**config.mk**
```make
export PLATFORM = sky130hd
export DESIGN_NAME = port_b
export DESIGN_NICKNAME = d
export VERILOG_FILES = /design/src/logic/pin_sync.v /design/src/logic/pin_select.v /design/src/logic/port_b.v
export VERILOG_INCLUDE_DIRS = /design/src /design/src/logic
export SDC_FILE = /design/constraint.sdc
export NUM_CORES = 1
export LEC_CHECK = 0
export ABC_AREA = 1
export BUFFER_PORTS_ARGS = -buffer_cell sky130_fd_sc_hd__buf_2
export CAP_MARGIN = 20
export CORE_MARGIN = 4
export CORE_UTILIZATION = 30
export CTS_CLUSTER_SIZE = 16
export DETAILED_ROUTE_END_ITERATION = 16
export GPL_TIMING_DRIVEN = 1
export REMOVE_ABC_BUFFERS = 1
export SLEW_MARGIN = 20
export SYNTH_ARGS = -nofsm -noshare
export SYNTH_HDL_FRONTEND = slang
export SYNTH_SLANG_ARGS = --single-unit
```
**constraint.sdc**
```tcl
create_clock -name clk_sys -period 3.9 [get_ports clk_sys]
set_input_delay 0.39 -clock clk_sys [delete_from_list [all_inputs] [get_ports clk_sys]]
set_output_delay 0.39 -clock clk_sys [all_outputs]
set_load 0.05 [all_outputs]
```
**src/logic/port_b_map.vh**
```
`ifndef PORT_B_MAP_VH
`define PORT_B_MAP_VH

// register byte offsets
`define PB_OFS_OUT_DATA    8'h00
`define PB_OFS_DIRECTION   8'h04
`define PB_OFS_PATTERN_EN  8'h08
`define PB_OFS_FUNC_CTRL   8'h0c
`define PB_OFS_DMA_SELECT  8'h10
`define PB_OFS_PIN_LEVEL   8'h14

// reset values
`define PB_RST_OUT_DATA    8'h00
`define PB_RST_DIRECTION   8'h00
`define PB_RST_PATTERN_EN  8'h00
`define PB_RST_FUNC_CTRL   16'h0000
`define PB_RST_DMA_SELECT  16'h0000
// write-only direction register reads back as all ones
`define PB_DIRECTION_READ  8'hff

// func_ctrl field positions
`define PB_FC_TRIG_EN      0
`define PB_FC_CHIP_SEL_EN  1
`define PB_FC_COMB_MODE    2
`define PB_FC_COMP_B_EN    3
`define PB_FC_COMP_A_EN    4
`define PB_FC_B_OUT_EN     5
`define PB_FC_A_OUT_EN     6
`define PB_FC_PWM_MODE     7
`define PB_FC_B_CTRL_LSB   8
`define PB_FC_A_CTRL_LSB   12

// dma_select field positions, channel 1 adds the channel offset
`define PB_DS_A_HIGH       0
`define PB_DS_A_MID        1
`define PB_DS_A_LOW        2
`define PB_DS_B_HIGH       3
`define PB_DS_B_MID        4
`define PB_DS_CH1_OFS      8

// bus responses
`define PB_RESP_OKAY       2'b00
`define PB_RESP_SLVERR     2'b10

`endif

```
**src/logic/pin_sync.v**
```verilog
`timescale 1ns/100ps
// two-stage synchroniser for asynchronous pin levels
module pin_sync #(
  parameter WIDTH = 8
) (
  input  wire             clk_sys,
  input  wire             reset,
  input  wire [WIDTH-1:0] async_in,
  output wire [WIDTH-1:0] sync_out
);

  reg [WIDTH-1:0] meta_q;
  reg [WIDTH-1:0] sync_q;

  // first stage is read only by the second stage
  genvar i;
  generate
    for (i = 0; i < WIDTH; i = i + 1) begin : g_bit
      always @(posedge clk_sys) begin
        if (reset) begin
          meta_q[i] <= 1'b0;
          sync_q[i] <= 1'b0;
        end else begin
          meta_q[i] <= async_in[i];
          sync_q[i] <= meta_q[i];
        end
      end
    end
  endgenerate

  assign sync_out = sync_q;

endmodule // pin_sync

```
**src/logic/pin_select.v**
```verilog
`timescale 1ns/100ps
`include "port_b_map.vh"
// combinational pin function selection for the eight port pins
module pin_select (
  input  wire [7:0]  port_out_data,
  input  wire [7:0]  port_direction,
  input  wire [7:0]  pattern_enable_high_reg,
  input  wire [7:0]  pattern_outputs,
  input  wire [15:0] func_ctrl,
  input  wire        chip_select_7_n,
  input  wire        timer4_comp_b_out,
  input  wire        timer4_comp_a_out,
  input  wire        timer4_capture_compare_b_out,
  input  wire        timer4_capture_compare_a_out,
  output reg  [7:0]  pin_out_d,
  output reg  [7:0]  pin_oe_d
);

  wire       combination_mode     = func_ctrl[`PB_FC_COMB_MODE];
  wire       pwm_mode             = func_ctrl[`PB_FC_PWM_MODE];
  wire [2:0] b_ctrl               = func_ctrl[`PB_FC_B_CTRL_LSB +: 3];
  wire [2:0] a_ctrl               = func_ctrl[`PB_FC_A_CTRL_LSB +: 3];
  wire [7:0] gpio_out;
  wire       timer_b_drive;
  wire       timer_a_drive;

  // plain i/o: direction picks output, pattern enable picks source
  genvar i;
  generate
    for (i = 0; i < 8; i = i + 1) begin : g_gpio
      assign gpio_out[i] = pattern_enable_high_reg[i] ?
                           pattern_outputs[i] : port_out_data[i];
    end
  endgenerate

  // compare output when output enabled and a compare code is set
  assign timer_b_drive = func_ctrl[`PB_FC_B_OUT_EN] &
                         (combination_mode |
                          (~b_ctrl[2] & (b_ctrl[1:0] != 2'b00)));
  assign timer_a_drive = func_ctrl[`PB_FC_A_OUT_EN] &
                         (combination_mode | pwm_mode |
                          (~a_ctrl[2] & (a_ctrl[1:0] != 2'b00)));

  // peripheral functions override the plain i/o choice per pin
  always @* begin
    pin_out_d = gpio_out;
    pin_oe_d  = port_direction;
    if (func_ctrl[`PB_FC_CHIP_SEL_EN]) begin
      pin_out_d[6] = chip_select_7_n;
      pin_oe_d[6]  = 1'b1;
    end
    if (func_ctrl[`PB_FC_COMP_B_EN] & combination_mode) begin
      pin_out_d[5] = timer4_comp_b_out;
      pin_oe_d[5]  = 1'b1;
    end
    if (func_ctrl[`PB_FC_COMP_A_EN] & combination_mode) begin
      pin_out_d[4] = timer4_comp_a_out;
      pin_oe_d[4]  = 1'b1;
    end
    if (timer_b_drive) begin
      pin_out_d[3] = timer4_capture_compare_b_out;
      pin_oe_d[3]  = 1'b1;
    end
    if (timer_a_drive) begin
      pin_out_d[2] = timer4_capture_compare_a_out;
      pin_oe_d[2]  = 1'b1;
    end
  end

endmodule // pin_select

```
**src/logic/port_b.v**
```verilog
// Contract
// - eight-bit read/write data register drives pins set as outputs
// - data read returns stored bit where direction bit is one
// - data read returns pin level where direction bit is zero
// - data register cleared by reset and during hardware standby
// - data register keeps its contents during software standby
// - pin 7: input, output, or pattern output 15 by direction and enable
// - pin 7 feeds dma channel 1 request under the enabled select codes
// - pin 7 also feeds converter trigger when trigger enable is one
// - pin 6 drives chip select 7 when enabled, else plain i/o/pattern
// - pin 6 feeds dma channel 0 request under the same select codes
// - pin 5 drives comparator b output when its enable and combination set
// - pin 4 drives comparator a output when its enable and combination set
// - pin 3 drives capture/compare b output under enable and control codes
// - pin 2 set by combination, enable, pwm, control, pattern, direction
// - direction one makes a plain output, zero a plain input
// - pin 2 feeds capture a input in normal mode with control top set
`timescale 1ns/100ps
`include "port_b_map.vh"
module port_b #(
  parameter ADDR_W = 8
) (
  input  wire              clk_sys,
  input  wire              reset,
  input  wire              hw_standby,
  input  wire              sw_standby,
  // axi4-lite slave
  input  wire [ADDR_W-1:0] s_axi_awaddr,
  input  wire              s_axi_awvalid,
  output wire              s_axi_awready,
  input  wire [31:0]       s_axi_wdata,
  input  wire [3:0]        s_axi_wstrb,
  input  wire              s_axi_wvalid,
  output wire              s_axi_wready,
  output wire [1:0]        s_axi_bresp,
  output wire              s_axi_bvalid,
  input  wire              s_axi_bready,
  input  wire [ADDR_W-1:0] s_axi_araddr,
  input  wire              s_axi_arvalid,
  output wire              s_axi_arready,
  output wire [31:0]       s_axi_rdata,
  output wire [1:0]        s_axi_rresp,
  output wire              s_axi_rvalid,
  input  wire              s_axi_rready,
  // port pins
  input  wire [7:0]        pin_in,
  output wire [7:0]        pin_out,
  output wire [7:0]        pin_oe,
  // peripheral sources
  input  wire [7:0]        pattern_outputs,
  input  wire              chip_select_7_n,
  input  wire              timer4_comp_b_out,
  input  wire              timer4_comp_a_out,
  input  wire              timer4_capture_compare_b_out,
  input  wire              timer4_capture_compare_a_out,
  // peripheral sinks
  output wire              dma_request_ch1_n,
  output wire              dma_request_ch0_n,
  output wire              converter_trigger_n,
  output wire              timer4_capture_compare_b_in,
  output wire              timer4_capture_compare_a_in
);

  // register state
  reg  [7:0]        port_out_data_q;
  reg  [7:0]        port_direction_q;
  reg  [7:0]        pattern_enable_q;
  reg  [15:0]       func_ctrl_q;
  reg  [15:0]       dma_select_q;

  // bus state
  reg               aw_held_q;
  reg  [ADDR_W-1:0] aw_addr_q;
  reg               w_held_q;
  reg  [31:0]       w_data_q;
  reg  [3:0]        w_strb_q;
  reg               bvalid_q;
  reg  [1:0]        bresp_q;
  reg               rvalid_q;
  reg  [31:0]       rdata_q;
  reg  [1:0]        rresp_q;

  // pin-facing registered outputs
  reg  [7:0]        pin_out_q;
  reg  [7:0]        pin_oe_q;
  reg               dma_req1_n_q;
  reg               dma_req0_n_q;
  reg               trig_n_q;
  reg               cap_b_q;
  reg               cap_a_q;

  wire [7:0]        pin_level;
  wire [7:0]        pin_out_d;
  wire [7:0]        pin_oe_d;
  wire [31:0]       wmask;
  wire              do_write;
  wire              init_regs;
  reg  [31:0]       rdata_d;
  reg  [1:0]        rresp_d;
  reg  [1:0]        bresp_d;

  // pin levels are asynchronous to clk_sys
  pin_sync #(
    .WIDTH    (8)
  ) u_pin_sync (
    .clk_sys  (clk_sys),
    .reset    (reset),
    .async_in (pin_in),
    .sync_out (pin_level)
  );

  pin_select u_pin_select (
    .port_out_data                (port_out_data_q),
    .port_direction               (port_direction_q),
    .pattern_enable_high_reg      (pattern_enable_q),
    .pattern_outputs              (pattern_outputs),
    .func_ctrl                    (func_ctrl_q),
    .chip_select_7_n              (chip_select_7_n),
    .timer4_comp_b_out            (timer4_comp_b_out),
    .timer4_comp_a_out            (timer4_comp_a_out),
    .timer4_capture_compare_b_out (timer4_capture_compare_b_out),
    .timer4_capture_compare_a_out (timer4_capture_compare_a_out),
    .pin_out_d                    (pin_out_d),
    .pin_oe_d                     (pin_oe_d)
  );

  // enabled dma select code set, shared by both channels
  function dma_enabled;
    input [4:0] sel;
    begin
      dma_enabled = sel[`PB_DS_B_HIGH] &
                    (sel[`PB_DS_B_MID] |
                     (sel[`PB_DS_A_HIGH] & sel[`PB_DS_A_MID] &
                      ~sel[`PB_DS_A_LOW]));
    end
  endfunction

  // byte-lane mask from the held write strobes
  assign wmask = {{8{w_strb_q[3]}}, {8{w_strb_q[2]}},
                  {8{w_strb_q[1]}}, {8{w_strb_q[0]}}};

  // write fires once address and data are both held and no response waits
  assign do_write  = aw_held_q & w_held_q & ~bvalid_q;
  // hardware standby clears like reset; writes are frozen in software standby
  assign init_regs = reset | hw_standby;

  assign s_axi_awready = ~aw_held_q & ~bvalid_q;
  assign s_axi_wready  = ~w_held_q & ~bvalid_q;
  assign s_axi_bvalid  = bvalid_q;
  assign s_axi_bresp   = bresp_q;
  assign s_axi_arready = ~rvalid_q;
  assign s_axi_rvalid  = rvalid_q;
  assign s_axi_rdata   = rdata_q;
  assign s_axi_rresp   = rresp_q;

  // write address and data may arrive in either order
  always @(posedge clk_sys) begin
    if (reset) begin
      aw_held_q <= 1'b0;
      aw_addr_q <= {ADDR_W{1'b0}};
      w_held_q  <= 1'b0;
      w_data_q  <= 32'h00000000;
      w_strb_q  <= 4'h0;
    end else begin
      if (s_axi_awvalid & s_axi_awready) begin
        aw_held_q <= 1'b1;
        aw_addr_q <= s_axi_awaddr;
      end else if (do_write) begin
        aw_held_q <= 1'b0;
      end
      if (s_axi_wvalid & s_axi_wready) begin
        w_held_q <= 1'b1;
        w_data_q <= s_axi_wdata;
        w_strb_q <= s_axi_wstrb;
      end else if (do_write) begin
        w_held_q <= 1'b0;
      end
    end
  end

  // write response decode: unmapped and read-only offsets answer slverr
  always @* begin
    case (aw_addr_q)
      `PB_OFS_OUT_DATA,
      `PB_OFS_DIRECTION,
      `PB_OFS_PATTERN_EN,
      `PB_OFS_FUNC_CTRL,
      `PB_OFS_DMA_SELECT: bresp_d = `PB_RESP_OKAY;
      default:            bresp_d = `PB_RESP_SLVERR;
    endcase
  end

  // response stays until the master takes it
  always @(posedge clk_sys) begin
    if (reset) begin
      bvalid_q <= 1'b0;
      bresp_q  <= `PB_RESP_OKAY;
    end else if (do_write) begin
      bvalid_q <= 1'b1;
      bresp_q  <= bresp_d;
    end else if (s_axi_bready) begin
      bvalid_q <= 1'b0;
    end
  end

  // register file; software standby writes are dropped so contents are retained
  always @(posedge clk_sys) begin
    if (init_regs) begin
      port_out_data_q  <= `PB_RST_OUT_DATA;
      port_direction_q <= `PB_RST_DIRECTION;
      pattern_enable_q <= `PB_RST_PATTERN_EN;
      func_ctrl_q      <= `PB_RST_FUNC_CTRL;
      dma_select_q     <= `PB_RST_DMA_SELECT;
    end else if (do_write & ~sw_standby) begin
      case (aw_addr_q)
        `PB_OFS_OUT_DATA:
          port_out_data_q <= (port_out_data_q & ~wmask[7:0]) |
                             (w_data_q[7:0] & wmask[7:0]);
        `PB_OFS_DIRECTION:
          port_direction_q <= (port_direction_q & ~wmask[7:0]) |
                              (w_data_q[7:0] & wmask[7:0]);
        `PB_OFS_PATTERN_EN:
          pattern_enable_q <= (pattern_enable_q & ~wmask[7:0]) |
                              (w_data_q[7:0] & wmask[7:0]);
        `PB_OFS_FUNC_CTRL:
          func_ctrl_q <= (func_ctrl_q & ~wmask[15:0]) |
                         (w_data_q[15:0] & wmask[15:0]);
        `PB_OFS_DMA_SELECT:
          dma_select_q <= (dma_select_q & ~wmask[15:0]) |
                          (w_data_q[15:0] & wmask[15:0]);
        default: begin
        end
      endcase
    end
  end

  // read mux; data read mixes stored bits and synchronised pin levels
  always @* begin
    rdata_d = 32'h00000000;
    rresp_d = `PB_RESP_OKAY;
    case (s_axi_araddr)
      `PB_OFS_OUT_DATA:
        rdata_d[7:0] = (port_out_data_q & port_direction_q) |
                       (pin_level & ~port_direction_q);
      `PB_OFS_DIRECTION:  rdata_d[7:0]  = `PB_DIRECTION_READ;
      `PB_OFS_PATTERN_EN: rdata_d[7:0]  = pattern_enable_q;
      `PB_OFS_FUNC_CTRL:  rdata_d[15:0] = func_ctrl_q;
      `PB_OFS_DMA_SELECT: rdata_d[15:0] = dma_select_q;
      `PB_OFS_PIN_LEVEL:  rdata_d[7:0]  = pin_level;
      default:            rresp_d       = `PB_RESP_SLVERR;
    endcase
  end

  // read data is captured at the address handshake and held until taken
  always @(posedge clk_sys) begin
    if (reset) begin
      rvalid_q <= 1'b0;
      rdata_q  <= 32'h00000000;
      rresp_q  <= `PB_RESP_OKAY;
    end else if (s_axi_arvalid & s_axi_arready) begin
      rvalid_q <= 1'b1;
      rdata_q  <= rdata_d;
      rresp_q  <= rresp_d;
    end else if (s_axi_rready) begin
      rvalid_q <= 1'b0;
    end
  end

  // registered pin drive; costs one cycle but keeps pins glitch free
  always @(posedge clk_sys) begin
    if (init_regs) begin
      pin_out_q <= 8'h00;
      pin_oe_q  <= 8'h00; // port comes up as inputs
    end else begin
      pin_out_q <= pin_out_d;
      pin_oe_q  <= pin_oe_d;
    end
  end

  // peripheral inputs taken from synchronised pins; idle levels when off
  always @(posedge clk_sys) begin
    if (init_regs) begin
      dma_req1_n_q <= 1'b1;
      dma_req0_n_q <= 1'b1;
      trig_n_q     <= 1'b1;
      cap_b_q      <= 1'b0;
      cap_a_q      <= 1'b0;
    end else begin
      dma_req1_n_q <= dma_enabled(dma_select_q[`PB_DS_CH1_OFS +: 5]) ?
                      pin_level[7] : 1'b1;
      dma_req0_n_q <= dma_enabled(dma_select_q[4:0]) ?
                      pin_level[6] : 1'b1;
      trig_n_q     <= func_ctrl_q[`PB_FC_TRIG_EN] ?
                      pin_level[7] : 1'b1;
      cap_b_q      <= (~func_ctrl_q[`PB_FC_COMB_MODE] &
                       ~func_ctrl_q[`PB_FC_PWM_MODE] &
                       func_ctrl_q[`PB_FC_B_CTRL_LSB + 2]) ?
                      pin_level[3] : 1'b0;
      cap_a_q      <= (~func_ctrl_q[`PB_FC_COMB_MODE] &
                       ~func_ctrl_q[`PB_FC_PWM_MODE] &
                       func_ctrl_q[`PB_FC_A_CTRL_LSB + 2]) ?
                      pin_level[2] : 1'b0;
    end
  end

  assign pin_out                     = pin_out_q;
  assign pin_oe                      = pin_oe_q;
  assign dma_request_ch1_n           = dma_req1_n_q;
  assign dma_request_ch0_n           = dma_req0_n_q;
  assign converter_trigger_n         = trig_n_q;
  assign timer4_capture_compare_b_in = cap_b_q;
  assign timer4_capture_compare_a_in = cap_a_q;

endmodule // port_b

```
==> results of run 1 <==
[cell families after synthesis]
group                  after synthesis  share of synthesized area (%)
AO/OA/AOI/OAI                      153                           13.2
buffers and inverters              146                           10.9
flip-flops                         141                           48.1
multiplexers                         3                          0.533
other                                1                         0.0639
AND/OR/NAND/NOR                    377                           27.1
[cell type report]
| class | instances | area share (%) |
|---|---|---|
| clock buffer | 21 | 6.16 |
| clock inverter | 11 | 2.01 |
| inverter | 103 | 5.48 |
| multi-input combinational | 551 | 34.6 |
| sequential | 141 | 39.5 |
| tap | 260 | 4.55 |
| timing repair buffer | 109 | 7.70 |
[critical path: cells and delay by family]
| family | cells | cell delay (ns) |
|---|---|---|
| AO/OA/AOI/OAI | 2 | 0.46 |
| buffers and inverters | 2 | 1.55 |
[power by group]
group	switching (mW)	leakage, nW	internal (mW)
sequential	0.0419	1.15	1.49
clock	0.609	0.273	1.00
combinational	0.250	1.72	0.0877
total	0.901	3.14	2.58
[worst paths after layout]
path | from | to | slack, ns
max | reset | aw_addr_q[2] | 1.77
min | pin_in[1] | u_pin_sync.meta_q[1] | 0.17
max reg2reg | w_held_q | register | 1.99
min reg2reg | u_pin_sync.meta_q[5] | u_pin_sync.sync_out[5] | 0.40
[routing by layer]
metal | routed length [um] | part of all wire [%] | track usage, %
met1 | 8080 | 49 | 20.8
met2 | 7200 | 43 | 23.2
met3 | 979 | 5.9 | 3.49
met4 | 337 | 2.0 | 5.50
met5 | 0 | 0 | 0
[metrics by stage]
stage,hold slack (ns),setup WS [ns],util [%],cell area [sq um],power (mW)
2_1_floorplan,0.388,0.925,-,5680,1.79
3_3_place_gp,0.395,1.70,34.6,6560,1.90
3_5_place_dp,0.396,1.64,34.6,6560,1.90
4_1_cts,0.161,1.97,37.7,7150,3.52
5_1_grt,0.165,1.48,37.7,7150,3.62
6_report,0.174,1.77,37.7,7150,3.48
[layout by cell type (no fill, tap or decap), types with 5 or more instances in the layout]
master     netlist  routed
dfxtp_1        141     141
nand4_1          9       9
buf_2            4     107
inv_1           95      94
inv_2            7       7
clkbuf_16        0      17
a21oi_1         41      41
o21ai_0         85      85
conb_1           1      18
nor2_2           5       5
nor2_4           5       6
nor2_1         212     211
nand3_1         52      52
nand2_1         82      82
o21ai_1         24      24
==> summary.md, run 1 <==
| Metric | Value |
|---|---|
| Final hold violations | `0` |
| Die Span X | `148 um` |
| Fin crit period | `2.13 ns` |
| Tightest Pin Transition | `0.994 ns` |
| Routed WL | `16600 um` |
| Critical path startpoint category | `input port` |
| Site row count | `50` |
| Vias in the first global route | `4866` |
| Mapped Avg Cell Area | `7.14 sq um` |
| DRC Markers | `0` |
| Multi-input gate area | `2470 sq um` |
| Cell variety after synth | `28` |
| GP Congestion | `0.809` |
| Max-slew violations | `0` |
| Final Skew | `0.0101 ns` |
| CP Cell Sequence | `buf_2 > clkinv_1 > o21ai_0 > a21oi_1` |
| Top-count cell post-synth | `nor2_1` |
| Largest net degree at the start of global routing | `50` |
| Crit. End Element | `register` |
| CP arrival | `2.42 ns` |
| CP Class | `in2reg` |
| Layout net count | `1005` |
| Post-CTS Resized | `0` |
| Final non-filler cell total | `1196` |
| Core area | `19000 sq um` |
| Initial antenna violation count | `0` |
| Seq/Total Area, Yosys | `48.1%` |
| Final ANT Viol Nets | `0` |
| Overflow after GRT | `0` |
| Setup TNS | `0 ns` |
| Clk slew on worst S/H paths | `0.06 ns` |
| Routed via count | `5316` |
| Initial Util | `30.9%` |
| Hold depth | `3` |
| RSZ-0062 raised after global routing | `false` |
| Wirelength per Cell | `13.9 um` |
| Critical-path maximum fanout | `36` |
| First-pass GRT wire length | `25900 um` |
| Synthesized cell area | `5870 sq um` |
| IO Port Bufs | `107` |
| Top post-synthesis cells by area | `dfxtp_1 (48%), nor2_1 (14%), o21ai_0 (7.3%)` |
| Fmax | `470 MHz` |
| Synth area leader | `dfxtp_1` |
| Register area | `2820 sq um` |
| Peak supply drop | `322 uV` |
| Critical Path Slowest Stage Cell | `clkinv_1` |
| Post-Synthesis Cells | `821` |
| # diodes | `0` |
| All-layer global routing usage | `15.1%` |
| Final HPWL DP | `11400 um` |
| Fillers | `2031` |
| Post-CTS Setup Repair Bufs | `0` |
| Synth top area share | `48.1%` |
| Synth cell count leaders | `nor2_1 (212), dfxtp_1 (141), inv_1 (95), o21ai_0 (85), nand2_1 (82)` |
| Height of the die | `148 um` |
| Warnings, synthesis | `0` |
| CTS root buf | `clkbuf_16` |
| Worst Hold Class | `in2reg` |
| Synth-to-layout area growth | `21.9%` |
| Final Cycle Share | `54.5%` |
| Sink Count | `141` |
| Synth Flop Type | `dfxtp_1` |
| PD cells | `487 nW/um^2` |
| Share of layout cells above drive strength 1 | `17.5%` |
| WP data required | `4.19 ns` |
| Async SR Flop Fraction | `0%` |
| I/O pins | `144` |
| H-tree depth | `4` |
| TritonRoute pass-1 iters | `7` |
| Setup Viol. Count Final | `0` |
| CTS Hold Bufs | `0` |
| Number of enable flip-flop cells after synthesis | `0` |
| CTS Buf Count | `17` |
| Reg2Reg Depth | `8` |
| Dpl cells | `1164` |
| Leakage power | `3.14 nW` |
| Worst skew pair latency | `0.42 ns` |
| #FFs+latches synth | `141` |
| Avg Vias per Cell | `4.44` |
| Slew HR | `33.4%` |
| Longest Clk Path Bufs | `2` |
| Outcome | `finished clean` |
| CTS tree | `yes` |
| Worst path max stage delay | `1.00 ns` |
| MaxCap Viol Count | `0` |
| 1st-iter DRT viols | `371` |
| Die ar. | `21900 sq um` |
Power figures use the tool's default switching activity.
==> run 2, diff against run 1 <==
- clock period: 3.9 -> 2.11 ns (I/O delays scaled with it)
==> run 2 against run 1 <==
Power up 80%. Sequential power up 85%. Critical path depth up 4.
==> summary.md, run 2 (synthesis results as in run 1) <==
| Metric | Value |
|---|---|
| Synth-to-layout area growth | `24.3% (was 21.9%)` |
| Most frequent cells in the layout | `nor2_1 (211), dfxtp_1 (141), buf_2 (107) (unchanged)` |
| WP data required | `2.47 ns (was 4.19 ns)` |
| CP Class | `reg2reg (was in2reg)` |
| Critical path startpoint category | `register (was input port)` |
| 1st-iter DRT viols | `288 (was 371)` |
| Worst skew pair latency | `0.42 ns (about the same)` |
| R2R Setup Slk | `0.40 ns (was 1.99 ns)` |
| Final HPWL DP | `11600 um (was 11400 um)` |
| Fin crit period | `1.71 ns` |
| Post-CTS Resized | `0 (unchanged)` |
| IO Port Bufs | `107 (unchanged)` |
| DRC Markers | `0 (unchanged)` |
| Final non-filler cell total | `1217 (was 1196)` |
| Crit. End Element | `register (unchanged)` |
| CTS Buf Count | `17 (unchanged)` |
| CTS tree | `yes (unchanged)` |
| Setup Viol. Count Final | `0 (unchanged)` |
| Top delay family on crit path | `simple AND/OR/NAND/NOR gates (was buffers and inverters)` |
| Tightest Pin Transition | `0.608 ns (was 0.994 ns)` |
| GP Congestion | `0.804 (was 0.809)` |
| CP arrival | `2.07 ns (was 2.42 ns)` |
| Critical-path maximum fanout | `9 (was 36)` |
| Layout net count | `1026 (was 1005)` |
| Crit path buffers/inverters | `1 (was 2)` |
| Sequential fraction of design power | `45.2% (was 44.0%)` |
| Clk slew on worst S/H paths | `0.06 ns (about the same)` |
| Final Cycle Share | `81.2%` |
| Longest Clk Path Bufs | `2 (unchanged)` |
| Max-slew violations | `0 (unchanged)` |
| Met2 routed WL | `7160 um (was 7200 um)` |
| Sink Count | `141 (unchanged)` |
| Most common cell after layout, fill and taps aside | `nor2_1 (unchanged)` |
| Routed via count | `5348 (was 5316)` |
| Initial antenna violation count | `0 (unchanged)` |
| Core area | `19000 sq um (unchanged)` |
| Switching Share | `27.2% (was 25.9%)` |
| Final ANT Viol Nets | `0 (unchanged)` |
| Die Span X | `148 um (unchanged)` |
| Peak supply drop | `495 uV (was 322 uV)` |
| Max Used Layer | `met4 (unchanged)` |
| RSZ-0062 raised after global routing | `false (unchanged)` |
| Largest net degree at the start of global routing | `67 (was 50)` |
| Share of layout cells above drive strength 1 | `18.8% (was 17.5%)` |
| Setup TNS | `0 ns (unchanged)` |
| Overflow after GRT | `0 (unchanged)` |
| Avg Vias per Cell | `4.39 (was 4.44)` |
| Final Skew | `0.00993 ns (was 0.0101 ns)` |
| Met1 WL | `8260 um (was 8080 um)` |
| TritonRoute pass-1 iters | `5 (was 7)` |
| Die ar. | `21900 sq um (unchanged)` |
| CTS root buf | `clkbuf_16 (unchanged)` |
| Initial Util | `30.9% (unchanged)` |
| Routed WL | `16500 um (was 16600 um)` |
| # diodes | `0 (unchanged)` |
| CP Cell Sequence | `nand2_1 > nor2_4 > nand2_2 > nor2_4 > nand3_2 > inv_2 > nor2_1 > nor2_1 (was buf_2 > clkinv_1 > o21ai_0 > a21oi_1)` |
| Clk pwr share | `44.4% (was 46.3%)` |
| Final hold violations | `0 (unchanged)` |
| PD cells | `860 nW/um^2 (was 487 nW/um^2)` |
| Comb pwr share | `10.4% (was 9.7%)` |
| Critical Path Slowest Stage Cell | `dfxtp_1 (was clkinv_1)` |
| Outcome | `finished clean (unchanged)` |
| Utilization after layout | `38.5% (was 37.7%)` |
| H-tree depth | `4 (unchanged)` |
| I/O pins | `144 (unchanged)` |
| Worst Hold Class | `in2reg (unchanged)` |
| Internal power | `4.56 mW (was 2.58 mW)` |
| Slew HR | `59.5% (was 33.4%)` |
| Dpl cells | `1178 (was 1164)` |
| Sw power | `1.70 mW (was 0.901 mW)` |
| Worst path max stage delay | `0.38 ns (was 1.00 ns)` |
| Met3 WL | `828 um (was 979 um)` |
| Height of the die | `148 um (unchanged)` |
| MaxCap Viol Count | `0 (unchanged)` |
| First-pass GRT wire length | `26100 um (was 25900 um)` |
| Vias in the first global route | `4963 (was 4866)` |
| All-layer global routing usage | `15.1% (about the same)` |
| Wirelength per Cell | `13.5 um (was 13.9 um)` |
| Leakage power | `3.24 nW (was 3.14 nW)` |
| Site row count | `50 (unchanged)` |
| Fmax | `583 MHz` |
==> run 2: cell types whose count changed in the layout (fill, tap and decap cells not counted) <==
| cell | before | now |
|---|---|---|
| clkinv_1 | 1 | 0 |
| inv_1 | 94 | 95 |
| clkbuf_1 | 4 | 2 |
| clkinv_2 | 3 | 4 |
| bufinv_16 | 3 | 1 |
| buf_4 | 2 | 16 |
| clkinvlp_4 | 4 | 2 |
| inv_6 | 0 | 2 |
| dlygate4sd3_1 | 0 | 7 |
| clkinv_4 | 2 | 5 |
==> run 2: cell type report <==
type | count | area [sq um]
fillers | 2062 | 11700
clock inverters | 13 | 118
well taps | 260 | 325
clock buffers | 19 | 433
repair buffers | 130 | 726
flip-flops and latches | 141 | 2820
inverters | 103 | 392
multi-input cells | 551 | 2470
==> run 2: tightest hold or removal path: stages <==
cell and delay [ns]:
buf_2 0.10, inv_1 0.04, nor2_1 0.04
==> run 2: worst paths after layout <==
kind	from	endpoint	depth (start not counted)
max	w_held_q	register	8
min	pin_in[3]	u_pin_sync.meta_q[3]	3
max reg2reg	w_held_q	register	8
min reg2reg	u_pin_sync.meta_q[5]	u_pin_sync.sync_out[5]	2
==> run 2: power groups by stage <==
stage | sequential (mW) | combinational (mW) | clock (mW)
after global placement | 2.89 | 0.640 | 0
after detailed placement | 2.89 | 0.645 | 0
after floorplan | 2.95 | 0.351 | 0
after CTS | 2.83 | 0.657 | 2.85
final | 2.83 | 0.653 | 2.78
after global routing | 2.84 | 0.725 | 2.97
==> run 2: what timing repair did <==
| action | 4_1_cts | 5_1_grt |
|---|---|---|
| hold buffers | 7 | 0 |
| endpoints found under the hold margin | 7 | 0 |
| buffers inserted | 0 | 0 |
==> run 2: through the flow <==
stage	power, mW	hold WS [ns]	instance area (sq um)	setup slack, ns
global placement	3.53	0.394	6670	0.445
floorplan	3.30	0.280	5680	-0.686
detailed placement	3.53	0.393	6670	0.431
global route	6.54	0.00806	7290	0.263
CTS	6.34	0.00650	7290	0.404
finish	6.27	0.0256	7290	0.396
==> run 2: metal layers <==
metal | track usage (%) | vias up
met5 | 0 | -
met4 | 5.17 | 0
met3 | 3.65 | 17
met2 | 22.8 | 139
met1 | 21.3 | 2366
li1 | - | 2826
